--- src/recovery_consts.vh ---
// Constants shared by the recovery register block, its serial port and its tick generator.
`ifndef RECOVERY_CONSTS_VH
`define RECOVERY_CONSTS_VH

// ****************************************
// Register addresses (7-bit serial address)
// ****************************************
`define ADDR_OPTIONS 7'h39
`define ADDR_CAL_HIGH 7'h3A
`define ADDR_CAL_LOW 7'h3B
`define ADDR_CTRL_ONE 7'h3C
`define ADDR_CLK_SEL 7'h3D

// ****************************************
// Reset values and read masks
// ****************************************
`define CTRL_ONE_RESET 8'h04
`define CLK_SEL_RESET 8'h00
`define OPTIONS_RESET 8'h00
`define WAKE_SEL_RESET 1'b0
`define COARSE_TRIM_RESET 5'h00
`define CAL_RESET 16'h0000
`define CTRL_ONE_MASK 8'h0D
`define CLK_SEL_MASK 8'h03
`define OPTIONS_MASK 8'h9F
`define READ_ZERO 8'h00

// ****************************************
// Field positions
// ****************************************
`define RECOVERY_ENABLE_BIT 0
`define FILTER_SEL_MSB 3
`define FILTER_SEL_LSB 2
`define CLK_SEL_MSB 1
`define CLK_SEL_LSB 0
`define WAKE_SEL_BIT 7
`define COARSE_TRIM_MSB 4
`define COARSE_TRIM_LSB 0
`define TRIM_UNLOCKED 2'h3

// ****************************************
// Filter codes and shifts
// ****************************************
`define FILT_8 2'h0
`define FILT_16 2'h1
`define FILT_32 2'h2
`define FILT_ADAPT 2'h3
`define SHIFT_8 3'h3
`define SHIFT_16 3'h4
`define SHIFT_32 3'h5

// ****************************************
// Recovery clock generation, rates in MHz
// ****************************************
`define MCLK_MHZ 9'h0FA
`define RATE_80 9'h050
`define RATE_40 9'h028
`define RATE_20 9'h014
`define RATE_10 9'h00A
`define CLK_SEL_80 2'h0
`define CLK_SEL_40 2'h1
`define CLK_SEL_20 2'h2

// ****************************************
// Serial frame and counters
// ****************************************
`define SPI_CMD_BITS 5'h08
`define SPI_FRAME_BITS 5'h10
`define GAP_MAX 12'hFFF

`endif

--- src/recovery_tick_gen.v ---
// Phase accumulator that turns mclk into the selected recovery clock rate as single-cycle ticks.
`timescale 1ns/1ns
`default_nettype none
`include "recovery_consts.vh"

module recovery_tick_gen (
  input wire mclk,
  input wire sys_rst,
  input wire [1:0] clk_select,
  output reg tick
);

  reg [8:0] acc_q;
  wire [8:0] step;
  wire [9:0] sum;

  // Map the two-bit select onto a rate in MHz.
  function [8:0] rate_of;
    input [1:0] sel;
    begin
      case (sel)
        `CLK_SEL_80: rate_of = `RATE_80;
        `CLK_SEL_40: rate_of = `RATE_40;
        `CLK_SEL_20: rate_of = `RATE_20;
        default: rate_of = `RATE_10;
      endcase
    end
  endfunction

  assign step = rate_of(clk_select);
  assign sum = {1'b0, acc_q} + {1'b0, step};

  // 80 MHz is not a divisor of 250 MHz, so ticks carry a cycle of jitter; the average rate is exact.
  always @(posedge mclk)
  begin
    if (sys_rst)
    begin
      acc_q <= 9'h000;
      tick <= 1'b0;
    end
    else if (sum >= {1'b0, `MCLK_MHZ})
    begin
      acc_q <= sum[8:0] - `MCLK_MHZ;
      tick <= 1'b1;
    end
    else
    begin
      acc_q <= sum[8:0];
      tick <= 1'b0;
    end
  end

endmodule // recovery_tick_gen
`default_nettype wire

--- src/spi_byte_port.v ---
// Serial register port: 16-bit frames, LSB first, address byte then data byte.
`timescale 1ns/1ns
`default_nettype none
`include "recovery_consts.vh"

module spi_byte_port (
  input wire mclk,
  input wire sys_rst,
  input wire spi_csn,
  input wire spi_sck,
  input wire spi_sdi,
  input wire [7:0] rdata,
  output reg spi_sdo,
  output reg spi_sdo_en,
  output reg [6:0] addr,
  output reg wr_pulse,
  output reg [7:0] wdata
);

  reg [2:0] csn_s;
  reg [2:0] sck_s;
  reg [2:0] sdi_s;
  reg csn_l;
  reg sck_l;
  reg [15:0] shift_q;
  reg [7:0] tx_q;
  reg [4:0] cnt_q;
  reg load_q;
  wire [15:0] shift_d;
  wire sck_rise;
  wire sck_fall;

  // A clock or select level is accepted only once the second and third stages agree.
  assign sck_rise = (sck_s[1] == sck_s[2]) && sck_s[2] && !sck_l;
  assign sck_fall = (sck_s[1] == sck_s[2]) && !sck_s[2] && sck_l;
  assign shift_d = {sdi_s[2], shift_q[15:1]};

  // ****************************************
  // Pin synchronisers and frame sequencing
  // ****************************************
  always @(posedge mclk)
  begin
    if (sys_rst)
    begin
      csn_s <= 3'h7;
      sck_s <= 3'h0;
      sdi_s <= 3'h0;
      csn_l <= 1'b1;
      sck_l <= 1'b0;
      shift_q <= 16'h0000;
      tx_q <= 8'h00;
      cnt_q <= 5'h00;
      load_q <= 1'b0;
      spi_sdo <= 1'b0;
      spi_sdo_en <= 1'b0;
      addr <= 7'h00;
      wr_pulse <= 1'b0;
      wdata <= 8'h00;
    end
    else
    begin
      csn_s <= {csn_s[1:0], spi_csn};
      sck_s <= {sck_s[1:0], spi_sck};
      sdi_s <= {sdi_s[1:0], spi_sdi};
      wr_pulse <= 1'b0;
      load_q <= 1'b0;
      if (sck_s[1] == sck_s[2])
        sck_l <= sck_s[2];
      if (load_q)
        tx_q <= rdata; // Read data is fetched one cycle after the address settles.
      if ((csn_s[1] == csn_s[2]) && (csn_s[2] != csn_l))
      begin
        csn_l <= csn_s[2];
        if (!csn_s[2])
        begin
          cnt_q <= 5'h00;
          spi_sdo <= 1'b0;
          spi_sdo_en <= 1'b1;
        end
        else
        begin
          spi_sdo_en <= 1'b0;
          // Only a complete frame with the write flag set commits data.
          if ((cnt_q == `SPI_FRAME_BITS) && shift_q[7])
          begin
            wr_pulse <= 1'b1;
            wdata <= shift_q[15:8];
          end
        end
      end
      else if (!csn_l && sck_rise && (cnt_q != `SPI_FRAME_BITS))
      begin
        shift_q <= shift_d;
        cnt_q <= cnt_q + 5'h01;
        if (cnt_q == (`SPI_CMD_BITS - 5'h01))
        begin
          addr <= shift_d[14:8];
          load_q <= 1'b1;
        end
      end
      else if (!csn_l && sck_fall && (cnt_q >= `SPI_CMD_BITS))
      begin
        spi_sdo <= tx_q[0];
        tx_q <= {1'b0, tx_q[7:1]};
      end
    end
  end

endmodule // spi_byte_port
`default_nettype wire

--- src/wake_recovery_regs.v ---
// Clock-and-data recovery registers and bit-time tracking for the selective-wake frame detector.
`timescale 1ns/1ns
`default_nettype none
`include "recovery_consts.vh"

module wake_recovery_regs (
  input wire mclk,
  input wire sys_rst,
  input wire spi_csn,
  input wire spi_sck,
  input wire spi_sdi,
  output wire spi_sdo,
  output wire spi_sdo_en,
  input wire [1:0] trim_unlock,
  input wire rx_standard,
  input wire rx_low_power,
  input wire [7:0] bit_time_length,
  input wire [7:0] upper_bit_time_limit,
  input wire [7:0] lower_bit_time_limit,
  output reg wake_receiver_select,
  output reg [4:0] coarse_trim,
  output reg recovery_enable,
  output reg [2:0] filter_shift,
  output reg [15:0] bit_time_estimate
);

  // ****************************************
  // Declarations
  // ****************************************
  reg [7:0] ctrl_one_q;
  reg [7:0] clk_sel_q;
  reg [15:0] cal_q;
  reg [2:0] rx_s;
  reg rx_l;
  reg seen_edge_q;
  reg [11:0] gap_q;
  reg [7:0] rdata;
  reg [2:0] shift_d;
  reg [2:0] held_shift_q;
  reg [11:0] per_bit;
  reg accept;
  reg [7:0] sample;
  wire [6:0] addr;
  wire wr_pulse;
  wire [7:0] wdata;
  wire tick;
  wire rx_pick;
  wire fall;
  wire [12:0] gap2;
  wire signed [16:0] diff;
  wire signed [16:0] step;

  // ****************************************
  // Helpers
  // ****************************************

  // Bit length times k, used against twice the gap so half-bit bounds stay integral.
  function [12:0] times_k;
    input [7:0] b;
    input [4:0] k;
    begin
      times_k = {5'h00, b} * {8'h00, k};
    end
  endfunction

  // Fixed filter code to right-shift amount.
  function [2:0] shift_of;
    input [1:0] code;
    begin
      case (code)
        `FILT_8: shift_of = `SHIFT_8;
        `FILT_32: shift_of = `SHIFT_32;
        default: shift_of = `SHIFT_16;
      endcase
    end
  endfunction

  // ****************************************
  // Register port and recovery clock
  // ****************************************
  spi_byte_port u_port (
    .mclk(mclk),
    .sys_rst(sys_rst),
    .spi_csn(spi_csn),
    .spi_sck(spi_sck),
    .spi_sdi(spi_sdi),
    .rdata(rdata),
    .spi_sdo(spi_sdo),
    .spi_sdo_en(spi_sdo_en),
    .addr(addr),
    .wr_pulse(wr_pulse),
    .wdata(wdata)
  );

  recovery_tick_gen u_tick (
    .mclk(mclk),
    .sys_rst(sys_rst),
    .clk_select(clk_sel_q[`CLK_SEL_MSB:`CLK_SEL_LSB]),
    .tick(tick)
  );

  // ****************************************
  // Read multiplexer
  // ****************************************

  // Stored values are masked on the way out so reserved bits can never leak.
  always @*
  begin
    case (addr)
      `ADDR_OPTIONS: rdata = {wake_receiver_select, 2'b00, coarse_trim};
      `ADDR_CAL_HIGH: rdata = cal_q[15:8];
      `ADDR_CAL_LOW: rdata = cal_q[7:0];
      `ADDR_CTRL_ONE: rdata = ctrl_one_q & `CTRL_ONE_MASK;
      `ADDR_CLK_SEL: rdata = clk_sel_q & `CLK_SEL_MASK;
      default: rdata = `READ_ZERO;
    endcase
  end

  // ****************************************
  // Register writes
  // ****************************************

  // Calibration bytes have no write path at all; the trim byte is locked unless unlocked by the trim field.
  always @(posedge mclk)
  begin
    if (sys_rst)
    begin
      ctrl_one_q <= `CTRL_ONE_RESET;
      clk_sel_q <= `CLK_SEL_RESET;
      wake_receiver_select <= `WAKE_SEL_RESET;
      coarse_trim <= `COARSE_TRIM_RESET;
      recovery_enable <= 1'b0;
      filter_shift <= `SHIFT_16;
    end
    else
    begin
      recovery_enable <= ctrl_one_q[`RECOVERY_ENABLE_BIT];
      // A fixed code shows at once; adaptive mode shows the constant taken at the last falling edge.
      if (ctrl_one_q[`FILTER_SEL_MSB:`FILTER_SEL_LSB] == `FILT_ADAPT)
        filter_shift <= held_shift_q;
      else
        filter_shift <= shift_d;
      // Writes land one cycle after the port's commit pulse, which follows the chip-select rise.
      if (wr_pulse)
      begin
        case (addr)
          `ADDR_CTRL_ONE: ctrl_one_q <= wdata & `CTRL_ONE_MASK;
          `ADDR_CLK_SEL: clk_sel_q <= wdata & `CLK_SEL_MASK;
          `ADDR_OPTIONS:
          begin
            if (trim_unlock == `TRIM_UNLOCKED)
            begin
              wake_receiver_select <= wdata[`WAKE_SEL_BIT];
              coarse_trim <= wdata[`COARSE_TRIM_MSB:`COARSE_TRIM_LSB];
            end
          end
          default: ctrl_one_q <= ctrl_one_q;
        endcase
      end
    end
  end

  // ****************************************
  // Receiver selection and edge detection
  // ****************************************
  // Switching receivers while recovery runs may show one false edge, so select before enabling.
  assign rx_pick = wake_receiver_select ? rx_low_power : rx_standard;
  assign fall = (rx_s[1] == rx_s[2]) && !rx_s[2] && rx_l;
  assign gap2 = {gap_q, 1'b0};

  // The bus level is accepted only once two synchroniser stages agree, which also rejects short glitches.
  always @(posedge mclk)
  begin
    if (sys_rst)
    begin
      rx_s <= 3'h7;
      rx_l <= 1'b1;
    end
    else
    begin
      rx_s <= {rx_s[1:0], rx_pick};
      if (rx_s[1] == rx_s[2])
        rx_l <= rx_s[2];
    end
  end

  // ****************************************
  // Spacing classification and sample
  // ****************************************

  // Only spacings near 2, 4 or 8 bits give a per-bit time by a plain shift, so others are not sampled.
  always @*
  begin
    per_bit = gap_q;
    accept = 1'b0;
    if ((gap2 >= times_k(bit_time_length, 5'h03)) && (gap2 < times_k(bit_time_length, 5'h05)))
    begin
      per_bit = {1'b0, gap_q[11:1]};
      accept = 1'b1;
    end
    else if ((gap2 >= times_k(bit_time_length, 5'h07)) && (gap2 < times_k(bit_time_length, 5'h09)))
    begin
      per_bit = {2'b00, gap_q[11:2]};
      accept = 1'b1;
    end
    else if ((gap2 >= times_k(bit_time_length, 5'h0F)) && (gap2 < times_k(bit_time_length, 5'h11)))
    begin
      per_bit = {3'b000, gap_q[11:3]};
      accept = 1'b1;
    end
    // Clamp to the programmed window before filtering.
    if (per_bit > {4'h0, upper_bit_time_limit})
      sample = upper_bit_time_limit;
    else if (per_bit < {4'h0, lower_bit_time_limit})
      sample = lower_bit_time_limit;
    else
      sample = per_bit[7:0];
    // Adaptive mode picks the constant from how far apart the falling edges were.
    if (ctrl_one_q[`FILTER_SEL_MSB:`FILTER_SEL_LSB] != `FILT_ADAPT)
      shift_d = shift_of(ctrl_one_q[`FILTER_SEL_MSB:`FILTER_SEL_LSB]);
    else if (gap2 < times_k(bit_time_length, 5'h07))
      shift_d = `SHIFT_32;
    else if (gap2 < times_k(bit_time_length, 5'h11))
      shift_d = `SHIFT_16;
    else
      shift_d = `SHIFT_8;
  end

  // ****************************************
  // Adaptive constant hold
  // ****************************************

  // The live choice follows the running gap, so the constant shown is the one taken at the last edge.
  always @(posedge mclk)
  begin
    if (sys_rst)
      held_shift_q <= `SHIFT_16;
    else if (!ctrl_one_q[`RECOVERY_ENABLE_BIT])
      held_shift_q <= `SHIFT_16;
    else if (fall)
      held_shift_q <= shift_d;
  end

  // ****************************************
  // Bit-time measurement and filter
  // ****************************************
  // The step uses the gap that ends at this edge, so a new spacing acts on its own sample.
  // Negative steps round towards minus infinity, so the estimate settles exactly on a lower target, never above it.
  assign diff = $signed({1'b0, sample, 8'h00}) - $signed({1'b0, cal_q});
  assign step = diff >>> shift_d;

  // The estimate is 8.8 fixed point; its high byte is the whole bit time and shows in the calibration bytes.
  always @(posedge mclk)
  begin
    if (sys_rst)
    begin
      gap_q <= 12'h000;
      seen_edge_q <= 1'b0;
      cal_q <= `CAL_RESET;
      bit_time_estimate <= `CAL_RESET;
    end
    else
    begin
      bit_time_estimate <= cal_q;
      if (!ctrl_one_q[`RECOVERY_ENABLE_BIT])
      begin
        gap_q <= 12'h000;
        seen_edge_q <= 1'b0;
      end
      else if (fall)
      begin
        seen_edge_q <= 1'b1;
        gap_q <= 12'h000;
        if (seen_edge_q && accept)
          cal_q <= cal_q + step[15:0];
      end
      else if (tick && (gap_q != `GAP_MAX))
        gap_q <= gap_q + 12'h001;
    end
  end

endmodule // wake_recovery_regs
`default_nettype wire

--- config.mk ---
export PLATFORM = sky130hd
export DESIGN_NAME = wake_recovery_regs
export DESIGN_NICKNAME = d
export VERILOG_FILES = /design/src/recovery_tick_gen.v /design/src/spi_byte_port.v /design/src/wake_recovery_regs.v
export VERILOG_INCLUDE_DIRS = /design/src
export SDC_FILE = /design/constraint.sdc
export NUM_CORES = 1
export LEC_CHECK = 0
export BUFFER_PORTS_ARGS = -buffer_cell sky130_fd_sc_hd__buf_2
export CAP_MARGIN = 20
export CELL_PAD_IN_SITES_DETAIL_PLACEMENT = 0
export CELL_PAD_IN_SITES_GLOBAL_PLACEMENT = 2
export CORE_MARGIN = 1
export CORE_UTILIZATION = 35
export DETAILED_ROUTE_END_ITERATION = 8
export GPL_ROUTABILITY_DRIVEN = 0
export PLACE_DENSITY_LB_ADDON = 0.1
export SLEW_MARGIN = 20
export SYNTH_ARGS = -nofsm -noshare
export SYNTH_HDL_FRONTEND = slang
export SYNTH_SLANG_ARGS = --single-unit
export TNS_END_PERCENT = 1
--- constraint.sdc ---
create_clock -name mclk -period 10.2 [get_ports mclk]
set_clock_uncertainty 0.05 [all_clocks]
set_input_delay 2.04 -clock mclk [delete_from_list [all_inputs] [get_ports mclk]]
set_output_delay 2.04 -clock mclk [all_outputs]
set_load 0.01 [all_outputs]
==> summary.md <==
| Metric | Value |
|---|---|
| Status | `complete, but fails checks` |
| Failing checks | `setup timing` |
| Netlist cell types | `76` |
| Min Tclk post-route | `10810 ps` |
| CTS tree | `yes` |
| Cells after Synth | `1255` |
| Slowest stage delay, CP | `550 ps` |
| F_max | `92.47 MHz` |
| All-Layer GR Usage | `0.2049` |
| Setup slack after layout | `-614.0 ps` |
| Syn_nets | `between 1000 and 1500` |
| DP HPWL | `around 24 mm` |
| DR pass1 iterations | `5` |
| Share of the synthesized area in the top cell type | `0.2390` |
| Worst Setup Start Kind | `primary input` |
| Final hold vios | `0` |
| Hold Path Cell Cnt | `1` |
| Peak supply drop | `around 0.11 mV` |
| Top post-synthesis cells by area | `dfxtp_1 24%, ha_1 19%, mux2i_1 5.2%` |
| Synth Warn # | `0` |
| Commonest cells post-synth | `163 x ha_1, 146 x nor2_1, 126 x dfxtp_1, 109 x a21oi_1, 100 x inv_1` |
| CP bufs+invs | `3` |
| Final setup vio count | `9` |
| Inserted Clock Buffers | `17` |
| CP Max Fanout | `7` |
| Die height | `between 150 and 200 um` |
| # rows | `63` |
| Total die area | `around 31000 um2` |
| Setup crit end kind | `flop` |
| Worst slew margin relative to its limit | `0.4400` |
| Number of global-route vias before repair | `about 9300` |
| Async SR Flop Fraction | `0` |
| Detailed-route via count | `9354` |
| Drt total wl | `30.44 mm` |
| Input/output buffers | `60` |
| DRC | `0` |
| Prevailing post-synth register cell | `dfxtp_1` |
| EDFF count, synth | `0` |
| Final Power | `1.575 mW` |
| Most numerous cell in the Yosys netlist | `ha_1` |
| Tcrit/Tclk final | `1.060` |
| Overflow after GRT | `0` |
| Core ar. | `between 20000 and 30000 um2` |
| Clock sinks | `126` |
| Pin count of the biggest net entering global routing | `73` |
| Slew Viols, Final | `0` |
| WP depth | `48` |
| # IOs | `between 60 and 70` |
| Setup_tns | `-2739 ps` |
| Slowest stage cell on the critical path | `fa_1` |
| Area delta synth->final | `24.73%` |
| Clock Pin Slew Worst Setup and Hold Paths | `60 ps` |
| Path type of the worst setup path | `primary input to flop` |
| Initial antenna violation count | `0` |
| Synth Register Bits | `~130` |
| Clock root buffer | `clkbuf_16` |
| Lkg Pwr | `approximately 6.2 nW` |
| R2R depth | `36` |
| Die W | `~180 um` |
| Least-Margin Pin Slew | `~840 ps` |
| Average wire per standard cell | `16.31 um` |
| Worst skew pair latency | `around 430 ps` |
| Max clock buf depth | `2` |
| Area leader, netlist | `dfxtp_1` |
| PwrDens | `119.7 nW/um2` |
| Syn Area/Cell | `between 8 and 9 um2` |
| First-pass GRT wire length | `slightly below 50 mm` |
| Synth Cell Area | `10550 um2` |
| Place WS | `-1162 ps` |
| RSZ-0062 raised after global routing | `yes` |
| Vias per cell | `between 5 and 6` |
| Final design utilization | `0.4441` |
| Antenna viol nets, final | `0` |
| Layout cells sized above 1 | `0.2154` |
| Cell mode on critical path | `a21o_1` |
| Worst min-delay path class | `flop to flop` |
| Max cap viols | `0` |
| Nets | `between 1500 and 2000` |
| Starting Density | `0.3561` |
| Detailed Route Iter0 Violations | `around 370` |
| Crit path required time | `about 10000 ps` |
| Crit path arrival time | `between 10000 and 15000 ps` |
| Htree depth | `4` |
| Hold slack | `~370 ps` |
| Antenna Cells | `0` |
| Critical path's top delay family | `compound AO/OA/AOI/OAI gates` |
| Post-synthesis sequential area ratio | `0.2390` |
-- layer usage --
metal / global-route usage / wire length, um
met3: 0.03009 / 796
met1: 0.2858 / 15510
met4: 0.04239 / 229
met5: 0 / 0
met2: 0.3330 / 13900
-- registers in the layout, summed over array words and instances (netlist names), 5 cells and up --
signal,cells
gap_q,12
u_port.cnt_q,5
u_tick.acc_q,8
cal_q,16
coarse_trim,5
u_port.wdata,6
bit_time_estimate,16
u_port.addr,7
u_port.shift_q,9
u_port.tx_q,8
-- layout make-up --
| type | count | area [um2] |
|---|---|---|
| Fill cell | 3044 | 16470 |
| Sequential cell | 126 | 2522 |
| Clock inverter | 12 | 163.9 |
| Inverter | 102 | 382.9 |
| Timing Repair Buffer | 229 | 1572 |
| Multi-Input combinational cell | 989 | 7606 |
| Tap cell | 390 | 488.0 |
| Clock buffer | 18 | 429.2 |
-- cell usage in the layout, fill, tap and decap left out, drive strengths merged, types with 7 or more instances in the layout --
cell type,instances
o21bai,17
or3,7
o22ai,8
nand2,90
a21oi,110
inv,103
o221ai,7
nor2b,24
nor3,20
fa,21
a21o,25
o221a,10
o211ai,7
mux2i,55
buf,229
nand4,10
dfxtp,126
clkbuf,18
nand3,20
or2,15
xor2,29
a211o,7
o21a,9
o21ai,44
a31oi,8
ha,163
nor2,146
xnor2,51
a211oi,16
-- per-stage QoR --
stage / std cells / area (um2)
floorplan: 1255 / 10620
CTS: 1866 / 13150
detailed placement: 1828 / 12470
finish: 1866 / 13160
global placement: 1828 / 12470
global route: 1866 / 13160
-- where the power goes --
| part | switching (mW) | leakage, nW | internal, mW |
|---|---|---|---|
| clock network | 0.241 | 0.275 | 0.384 |
| registers | 0.00326 | 1.02 | 0.498 |
| logic | 0.220 | 4.93 | 0.230 |
-- repair_timing --
action	CTS	global route
setup buffers	8	0
hold buffers	0	0
resized for setup	9	2
setup endpoints to repair	9	11
pin swaps	22	5
-- cells by family (layout without fill, tap and decap cells) --
group | after synthesis | count (layout) | synth area share
multiplexers | 58 | 58 | 0.05536
AO/OA/AOI/OAI | 304 | 304 | 0.1957
XOR/XNOR | 80 | 80 | 0.06639
adder cells (fa/ha/maj) | 184 | 184 | 0.2331
AND/OR/NAND/NOR | 363 | 363 | 0.1595
buffers and inverters | 140 | 361 | 0.05098
flip-flops | 126 | 126 | 0.2390
-- worst paths after layout --
check	slack, ps	endpoint	startpoint
worst max-delay path	-610	cal_q[14]	bit_time_length[0]
worst min-delay path	370	u_port.csn_s[1]	u_port.csn_s[0]
worst max register to register	2410	cal_q[14]	gap_q[4]
worst min register to register	370	u_port.csn_s[1]	u_port.csn_s[0]
(Power assumes the default switching activity.)
